--- src/liu_maint_pkg.sv ---
package liu_maint_pkg;

  // ----------------------------------------------------------------
  // register map (index; byte address is four times the index)
  // ----------------------------------------------------------------
  localparam logic [7:0] maintenance_control_six_idx = 8'h31;
  localparam logic [7:0] line_termination_config_idx = 8'h32;
  localparam logic [7:0] interrupt_mask_zero_idx = 8'h33;
  localparam logic [7:0] event_edge_select_idx = 8'h35;
  localparam logic [7:0] event_status_idx = 8'h36;
  localparam logic [7:0] event_pending_idx = 8'h37;

  // ----------------------------------------------------------------
  // field positions
  // ----------------------------------------------------------------
  localparam int violation_insert_bit = 6;
  localparam int pattern_error_insert_bit = 5;
  localparam int excess_zero_definition_bit = 4;
  localparam int counted_error_lsb = 2;
  localparam int counter_report_mode_bit = 1;
  localparam int counter_hold_bit = 0;
  localparam int tx_term_lsb = 3;
  localparam int rx_term_lsb = 0;
  localparam int num_events = 7;

  // ----------------------------------------------------------------
  // reset values
  // ----------------------------------------------------------------
  localparam logic [7:0] maint_reset = 8'h00;
  localparam logic [7:0] term_reset = 8'h00;
  localparam logic [7:0] mask_reset = 8'h00;
  localparam logic [7:0] edge_reset = 8'h00;

  // ----------------------------------------------------------------
  // field encodings
  // ----------------------------------------------------------------
  typedef enum logic [1:0] {
    count_prbs = 2'h0,
    count_exz = 2'h1,
    count_cv = 2'h2,
    count_cv_exz = 2'h3
  } counted_error_e;

  typedef enum logic [2:0] {
    term_75 = 3'h0,
    term_120 = 3'h1,
    term_100 = 3'h2,
    term_110 = 3'h3
  } termination_e;

  // ----------------------------------------------------------------
  // carriers
  // ----------------------------------------------------------------
  typedef struct packed {
    logic excess_zero_definition;
    counted_error_e counted_error;
    logic counter_report_mode;
    logic counter_hold;
    logic tx_external;
    logic [2:0] tx_term;
    logic rx_external;
    logic [2:0] rx_term;
  } line_ctrl_s;

  typedef struct packed {
    logic violation_pulse;
    logic pattern_error_pulse;
  } insert_s;

endpackage : liu_maint_pkg

--- src/liu_maint_term_irq_regs.sv ---
// The Avalon-MM interface to the registers was left to the implementer.
`timescale 1ns/1ps
`default_nettype none

module liu_maint_term_irq_regs
  import liu_maint_pkg::*;
#(
  parameter int addr_width = 10
)
(
  // clock and reset
  input wire logic i_clock,
  input wire logic i_rst,
  // avalon-mm slave
  input wire logic [addr_width-1:0] i_address,
  input wire logic i_read,
  input wire logic i_write,
  input wire logic [31:0] i_writedata,
  input wire logic [3:0] i_byteenable,
  output logic [31:0] o_readdata,
  output logic o_waitrequest,
  // line status inputs, bit 6 loopback activate .. bit 0 signal loss
  input wire logic [num_events-1:0] i_status,
  // controls to the line datapath
  output line_ctrl_s o_line_ctrl,
  output insert_s o_insert,
  // interrupt request
  output logic o_irq
);

  // ----------------------------------------------------------------
  // bus decode
  // ----------------------------------------------------------------
  // one wait state: reads are captured on the first edge, writes land on
  // the edge where waitrequest is seen low, so each strobe fires once
  logic ack_reg;
  logic ack_next;
  logic wait_reg;
  wire logic request = i_read | i_write;
  wire logic [7:0] reg_index = i_address[9:2];
  wire logic word_ok = (i_address[1:0] == 2'h0);
  wire logic wr_stb = i_write & ack_reg & i_byteenable[0] & word_ok;
  wire logic rd_stb = i_read & ~ack_reg;
  wire logic wr_maint = wr_stb & (reg_index == maintenance_control_six_idx);
  wire logic wr_term = wr_stb & (reg_index == line_termination_config_idx);
  wire logic wr_mask = wr_stb & (reg_index == interrupt_mask_zero_idx);
  wire logic wr_edge = wr_stb & (reg_index == event_edge_select_idx);
  wire logic wr_pend = wr_stb & (reg_index == event_pending_idx);
  assign ack_next = request & ~ack_reg;

  // ----------------------------------------------------------------
  // registers
  // ----------------------------------------------------------------
  logic [7:0] maint_reg;
  logic [7:0] term_reg;
  logic [7:0] mask_reg;
  logic [7:0] edge_reg;
  logic [num_events-1:0] pend_reg;
  logic [num_events-1:0] pend_next;
  logic [31:0] readdata_reg;
  logic [31:0] readdata_next;

  always_ff @(posedge i_clock or posedge i_rst)
  begin
    if (i_rst)
    begin
      maint_reg <= maint_reset;
      term_reg <= term_reset;
      mask_reg <= mask_reset;
      edge_reg <= edge_reset;
    end
    else
    begin
      if (wr_maint)
        maint_reg <= {1'b0, i_writedata[6:0]};
      if (wr_term)
        term_reg <= {2'h0, i_writedata[5:0]};
      if (wr_mask)
        mask_reg <= {1'b0, i_writedata[6:0]};
      if (wr_edge)
        edge_reg <= {1'b0, i_writedata[6:0]};
    end
  end

  // ----------------------------------------------------------------
  // status synchronisers and event detection
  // ----------------------------------------------------------------
  // status comes from other clocks; three stages, change taken once
  // stages two and three agree
  logic [num_events-1:0] sync1_reg;
  logic [num_events-1:0] sync2_reg;
  logic [num_events-1:0] sync3_reg;
  logic [num_events-1:0] stat_reg;
  logic [num_events-1:0] stat_next;
  wire logic [num_events-1:0] agree = ~(sync2_reg ^ sync3_reg);
  assign stat_next = (agree & sync3_reg) | (~agree & stat_reg);
  wire logic [num_events-1:0] rise = stat_next & ~stat_reg;
  wire logic [num_events-1:0] fall = ~stat_next & stat_reg;
  wire logic [num_events-1:0] event_hit =
    rise | (fall & edge_reg[num_events-1:0]);
  // write one to clear; a new event in the same cycle wins
  assign pend_next = (pend_reg & ~({num_events{wr_pend}} & i_writedata[num_events-1:0]))
    | event_hit;

  always_ff @(posedge i_clock or posedge i_rst)
  begin
    if (i_rst)
    begin
      sync1_reg <= '0;
      sync2_reg <= '0;
      sync3_reg <= '0;
      stat_reg <= '0;
      pend_reg <= '0;
    end
    else
    begin
      sync1_reg <= i_status;
      sync2_reg <= sync1_reg;
      sync3_reg <= sync2_reg;
      stat_reg <= stat_next;
      pend_reg <= pend_next;
    end
  end

  // ----------------------------------------------------------------
  // interrupt gating
  // ----------------------------------------------------------------
  // each bit gated by its own mask bit, one per event
  wire logic [num_events-1:0] gated = pend_next & mask_reg[num_events-1:0];
  logic irq_reg;

  always_ff @(posedge i_clock or posedge i_rst)
  begin
    if (i_rst)
      irq_reg <= 1'b0;
    else
      irq_reg <= |gated;
  end
  assign o_irq = irq_reg;

  // ----------------------------------------------------------------
  // single-shot insertion
  // ----------------------------------------------------------------
  // the bit is registered, so a level held high makes no further pulse
  logic [1:0] ins_prev_reg;
  insert_s insert_reg;
  insert_s insert_next;
  assign insert_next.violation_pulse =
    maint_reg[violation_insert_bit] & ~ins_prev_reg[1];
  assign insert_next.pattern_error_pulse =
    maint_reg[pattern_error_insert_bit] & ~ins_prev_reg[0];

  always_ff @(posedge i_clock or posedge i_rst)
  begin
    if (i_rst)
    begin
      ins_prev_reg <= 2'h0;
      insert_reg <= '0;
    end
    else
    begin
      ins_prev_reg <= {maint_reg[violation_insert_bit], maint_reg[pattern_error_insert_bit]};
      insert_reg <= insert_next;
    end
  end
  assign o_insert = insert_reg;

  // ----------------------------------------------------------------
  // line controls
  // ----------------------------------------------------------------
  line_ctrl_s ctrl_reg;
  line_ctrl_s ctrl_next;
  assign ctrl_next.excess_zero_definition = maint_reg[excess_zero_definition_bit];
  assign ctrl_next.counted_error =
    counted_error_e'(maint_reg[counted_error_lsb +: 2]);
  assign ctrl_next.counter_report_mode = maint_reg[counter_report_mode_bit];
  assign ctrl_next.counter_hold = maint_reg[counter_hold_bit];
  assign ctrl_next.tx_external = term_reg[tx_term_lsb + 2];
  assign ctrl_next.tx_term = term_reg[tx_term_lsb +: 3];
  assign ctrl_next.rx_external = term_reg[rx_term_lsb + 2];
  assign ctrl_next.rx_term = term_reg[rx_term_lsb +: 3];

  always_ff @(posedge i_clock or posedge i_rst)
  begin
    if (i_rst)
      ctrl_reg <= '0;
    else
      ctrl_reg <= ctrl_next;
  end
  assign o_line_ctrl = ctrl_reg;

  // ----------------------------------------------------------------
  // read path
  // ----------------------------------------------------------------
  // unmapped addresses read zero and still complete
  always_comb
  begin
    readdata_next = 32'h0;
    if (rd_stb && word_ok)
    begin
      unique case (reg_index)
        maintenance_control_six_idx: readdata_next = {24'h0, maint_reg};
        line_termination_config_idx: readdata_next = {24'h0, term_reg};
        interrupt_mask_zero_idx: readdata_next = {24'h0, mask_reg};
        event_edge_select_idx: readdata_next = {24'h0, edge_reg};
        event_status_idx: readdata_next = {25'h0, stat_reg};
        event_pending_idx: readdata_next = {25'h0, pend_reg};
        default: readdata_next = 32'h0;
      endcase
    end
  end

  always_ff @(posedge i_clock or posedge i_rst)
  begin
    if (i_rst)
    begin
      ack_reg <= 1'b0;
      wait_reg <= 1'b1;
      readdata_reg <= 32'h0;
    end
    else
    begin
      ack_reg <= ack_next;
      wait_reg <= ~ack_next;
      if (rd_stb)
        readdata_reg <= readdata_next;
    end
  end
  assign o_readdata = readdata_reg;
  // waitrequest is high until the ack cycle; reads as high while idle
  assign o_waitrequest = wait_reg;
endmodule // liu_maint_term_irq_regs

`default_nettype wire

--- config.mk ---
export PLATFORM = sky130hd
export DESIGN_NAME = liu_maint_term_irq_regs
export DESIGN_NICKNAME = d
export VERILOG_FILES = /design/src/liu_maint_pkg.sv /design/src/liu_maint_term_irq_regs.sv
export SDC_FILE = /design/constraint.sdc
export NUM_CORES = 1
export LEC_CHECK = 0
export BUFFER_PORTS_ARGS = -buffer_cell sky130_fd_sc_hd__buf_2
export CORE_MARGIN = 4
export CORE_UTILIZATION = 30
export CTS_CLUSTER_SIZE = 40
export DETAILED_ROUTE_END_ITERATION = 8
export PLACE_DENSITY = 0.59
export SETUP_SLACK_MARGIN = 0.1
export SLEW_MARGIN = 20
export SYNTH_ARGS = -nofsm -noshare
export SYNTH_HDL_FRONTEND = slang
export SYNTH_SLANG_ARGS = --single-unit
--- constraint.sdc ---
create_clock -name i_clock -period 6.2 [get_ports i_clock]
set_input_delay 0 -clock i_clock [delete_from_list [all_inputs] [get_ports i_clock]]
set_output_delay 0 -clock i_clock [all_outputs]
set_load 0.02 [all_outputs]
### Word-level counts from Yosys, hierarchy flattened

Index checks and enable logic that the tools add are counted.

| storage, ports and cells | value |
|---|---|
| bits in writable memories | 0 |
| memories kept | 0 |
| latch bits | 0 |
| logic and storage cells | 69 |
| register bits | 114 |
| ROM bits | 0 |
| output and inout port bits | 49 |
| input bits | 57 |

| operators by class | value |
|---|---|
| shifts and indexed selects | 0 |
| reduce and logical (&&, ||, !) cells | 3 |
| $lt $le $gt $ge | 0 |
| divide/modulo/power cells | 0 |
| bitwise logic cells | 34 |
| multipliers | 0 |
| $add $sub $neg | 0 |
| equality and inequality tests | 6 |
| mux-type cells | 2 |

Operators by type and width:

| kind | count |
|---|---|
| $and A7 B7 Y7 | 8 |
| $eq A8 B6 Y1 const B | 6 |
| $pmux W7 S6 | 1 |
| $not A7 Y7 | 5 |
| $or A7 B7 Y7 | 3 |
| $and A1 B1 Y1 | 12 |
| $mux W7 | 1 |
| $reduce_or A7 Y1 | 1 |
| $xor A7 B7 Y7 | 1 |
| $not A1 Y1 | 4 |
| $logic_not A2 Y1 | 1 |
| $logic_and A1 B1 Y1 | 1 |
| $or A1 B1 Y1 | 1 |

### Depth between registers and ports, before layout

| depth | value |
|---|---|
| depth after elaboration | 12 |
| gate-level depth with buffers | 6 |
| gate-level depth less buffers | 5 |

### Worst setup path after synthesis

No wires, ideal clock.

| timing path | value |
|---|---|
| kind | input to register |
| from | input i_address[1] |
| to | register irq_reg (netlist: o_irq) |
| path slack | 4.612 ns |
| stages | 5 |
| arrival time | 1.464 ns |
| path buffers | 0 |
| data required time | 6.076 ns |
| cell sequence | or3b_4 > or4_4 > o221ai_1 > nand4_1 > a211o_1 |

| between the ends | value |
|---|---|
| cells in the longest elaborated chain, start to end | 9 |

RTL lines:

| item | line | RTL |
|---|---|---|
| from (decl) | liu_maint_term_irq_regs.sv:15 | `input wire logic [addr_width-1:0] i_address,` |
| $logic_not A2 Y1 | liu_maint_term_irq_regs.sv:41 | `wire logic word_ok = (i_address[1:0] == 2'h0);` |
| $and A1 B1 Y1 | liu_maint_term_irq_regs.sv:42 | `wire logic wr_stb = i_write & ack_reg & i_byteenable[0] & word_ok;` |
| $and A1 B1 Y1 | liu_maint_term_irq_regs.sv:48 | `wire logic wr_pend = wr_stb & (reg_index == event_pending_idx);` |
| $and A7 B7 Y7 | liu_maint_term_irq_regs.sv:102 | `assign pend_next = (pend_reg & ~({num_events{wr_pend}} & i_writedata[num_events-1:0]))` |
| $not A7 Y7 | liu_maint_term_irq_regs.sv:102 |  |
| $and A7 B7 Y7 | liu_maint_term_irq_regs.sv:102 |  |
| $or A7 B7 Y7 | liu_maint_term_irq_regs.sv:103 | `\| event_hit;` |
| $and A7 B7 Y7 | liu_maint_term_irq_regs.sv:129 | `wire logic [num_events-1:0] gated = pend_next & mask_reg[num_events-1:0];` |
| $reduce_or A7 Y1 | liu_maint_term_irq_regs.sv:137 | `irq_reg <= \|gated;` |
| to (signal assigned) | liu_maint_term_irq_regs.sv:137 |  |
| to (decl) | liu_maint_term_irq_regs.sv:130 | `logic irq_reg;` |

No other way between the ends.
A chain may end at the register's enable or synchronous reset.

### Final worst setup path

| timing path | value |
|---|---|
| from | input i_address[5] |
| to | register mask_reg[0] |

| between the ends | value |
|---|---|
| cells in the longest elaborated chain, start to end | 2 |

RTL lines:

| item | line | RTL |
|---|---|---|
| $eq A8 B6 Y1 | liu_maint_term_irq_regs.sv:46 | `wire logic wr_mask = wr_stb & (reg_index == interrupt_mask_zero_idx);` |
| $and A1 B1 Y1 | liu_maint_term_irq_regs.sv:46 |  |
| to (signal assigned) | liu_maint_term_irq_regs.sv:69 | `mask_reg <= mask_reset;` |
| to (signal assigned) | liu_maint_term_irq_regs.sv:79 | `mask_reg <= {1'b0, i_writedata[6:0]};` |
| to (decl) | liu_maint_term_irq_regs.sv:56 | `logic [7:0] mask_reg;` |

No other way between the ends.

==> key figures <==
Placed design
  • GPL Wtd Cong: 0.7740
  • DPL Wire Length: between 5000 and 6000 microns
  • Number of port buffers: 52

Yosys
  • Post-synth ARST share: 100.0%
  • Post-Syn Area: approximately 3700 sq um
  • Cell taking the most area after synthesis: dfrtp_1
  • Most instantiated library cell after synthesis: dfrtp_1
  • #FFs+latches synth: 87
  • Share of the synthesized area in the top cell type: between 50% and 60%
  • Post-synth EDFFs: 0
  • Syn Area/Cell: 12.33 sq um
  • Sequential share of the synthesized area: around three fifths
  • Post-Syn Instances: 299
  • Post-synth top flop: dfrtp_1
  • Ranking of synthesized cells by area: dfrtp_1 (58%), mux2_2 (8.9%), buf_4 (5.5%), nand2_1 (3.4%), mux4_2 (2.4%)
  • Synth warn: 0
  • Post-synth top cells: dfrtp_1 (86), nand2_1 (33), mux2_2 (29)
  • Unique masters post-synth: 43

Clock tree
  • H-tree levels: 3
  • Clock root cell: clkbuf_16
  • CTS tree: yes
  • Clk_lat worst skew: 0.34 ns
  • CTS Buffer Depth: 2
  • Register clock-pin slew on the reported worst setup and hold paths: 0.06 ns
  • Clk sinks: 87
  • CTS Buf Count: 9

STA
  • Period utilisation layout: 30.80%
  • Setup tns final: 0 ns
  • Max Freq: 0.5237 GHz
  • Clock Skews: 0.007323 ns
  • Slew headroom: 42.32%
  • Slew @ Worst Pin: 0.8630 ns
  • Hold WS: 0.02476 ns
  • Final slew viol count: 0
  • Final setup viols: 0
  • Fin. Hold Viols: 0
  • Crit path time final: 1.909 ns
  • Unrepaired setup endpoints after global routing: no

Floorplan
  • IO Count: 106
  • Initial Util: 30.69%
  • Horiz. Die Dim: 118.8 microns
  • Die height: between 100 and 150 microns
  • Rows: 40
  • Core area: 12010 sq um
  • Die Area: 14120 sq um

Power and ir drop
  • Final Total Pwr: 1170 uW
  • Leak pwr: 0.002134 uW
  • Power per cell area: 264.2 nW/um^2
  • Peak supply drop: 145.5 uV

Global route
  • GRT Util Overall: 12.18%
  • Vias in the first global route: 2522
  • GRT Residual Overflow: 0
  • Pin count of the biggest net entering global routing: 88
  • Initial antenna violation count: 1
  • First-pass GRT wire length: 13300 microns

Drt
  • First-pass DRT Iterations: 5
  • Max Used Layer: met5
  • DRC: 0
  • DR WL met2: between 3000 and 4000 microns
  • ANT nets after route: 0
  • Met3 wire len: 584 microns
  • Vias/cell: between 4 and 5
  • Via count: 2428
  • Wire length on met1: 3404 microns
  • DR WL/cell: 15.61 microns
  • Iter 0 DRT Violations: roughly 150
  • Total wire length: approximately 8100 microns

Layout
  • Fillers: 1194
  • Nets: 426
  • Multi-input logic area: 1341 sq um
  • Final core utilization: 36.85%
  • Layout area overhead: 20.10%
  • Max reg flops: 11
  • Share of cells above drive strength 1: 30.29%
  • FF/Latch Area: 2178 sq um

Critical path
  • Crit-path max FO: 8
  • Data arrival, critical path: 2.13 ns
  • Critical path class: primary input to flip-flop
  • Worst Setup End Kind: flip-flop
  • Critical path required time: 6.42 ns
  • Critical Path Source Type: primary input

Min path
  • Hold Path Class: primary input to flip-flop

Flow run
  • MaxCap Viol Count: 0

Run status
  • Status: finished, final reports clean
routing by layer:
layer | up-vias | global-route usage, %
met5 | - | 0
met4 | 2 | 4.562
met3 | 11 | 4.796
met2 | 75 | 19.22
met1 | 1193 | 15.12
li1 | 1147 | -
final timing paths:
path                              start            end  slack, ns  depth (start not counted)
max                        i_address[5]    mask_reg[0]       4.29                          5
min reg2reg                sync1_reg[6]   sync2_reg[6]       0.35                          0
max in group asynchronous         i_rst  o_readdata[2]       5.26                          4
max reg2reg                     ack_reg          o_irq       4.32                          5
min in group asynchronous         i_rst   sync1_reg[6]       0.42                          4
min                             i_write  o_waitrequest       0.02                          3
logic make-up after synthesis:
group                    Yosys count  share of synthesized area, %
multiplexers                      40                         13.20
AO/OA/AOI/OAI                     46                         8.317
buffers and inverters             40                         6.958
other                              1                        0.1017
flip-flops                        87                         59.10
AND/OR/NAND/NOR                   84                         12.05
adder cells (fa/ha/maj)            1                        0.2716
through the flow:
stage	area (sq um)	setup WS [ns]	instances
after CTS	4410	4.261	519
after floorplan	3776	3.951	323
after global placement	3995	3.917	489
final	4427	4.291	521
after detailed placement	3995	3.911	489
after global routing	4424	4.180	520
cells in the final DEF, fill, tap and decap left out, drive strengths merged, types with 2 or more instances in the layout:
cell	Yosys	final
or2	5	5
or3	2	2
nor4	2	2
o221ai	8	8
dlygate4sd3	0	16
mux2i	7	7
nand2b	4	4
clkbuf	3	11
or4	2	2
and4	2	2
and3b	2	2
o21ai	13	13
a21o	4	4
nor2	14	14
buf	31	53
dfrtp	86	86
nand3	3	3
mux2	29	29
conb	1	25
a22o	2	2
nand4	3	3
mux4	4	4
a31oi	2	2
nor3	2	2
inv	6	5
a21oi	8	8
nor2b	4	4
clkinv	0	4
o22ai	5	5
nand2	33	33
critical path, cell delays in order:
cell and delay, ns:
buf_2 0.09, nand3b_1 0.28, nor4b_2 0.78, nand3_1 0.55, mux2_2 0.42
layout make-up:
class                           count  share of cell area (%)
Inverter                            6                  0.5370
Clock inverter                      4                  0.5088
Clock buffer                       11                   5.483
Antenna cell                        1                 0.05653
Multi-Input combinational cell    196                   30.30
Tap cell                          147                   4.155
Sequential cell                    87                   49.21
Timing Repair Buffer               69                   9.751
timing repair:
| item | CTS | global route |
|---|---|---|
| hold buffers | 15 | 1 |
| setup buffers | 0 | 0 |
| gates resized for setup | 0 | 0 |
| hold endpoints to repair | 39 | 86 |
power breakdown:
group          switching, uW  internal, uW
Clock                    208           278
Sequential              12.6           584
Combinational           55.1          32.5
Total                    276           894
Power figures use the tool's default switching activity.
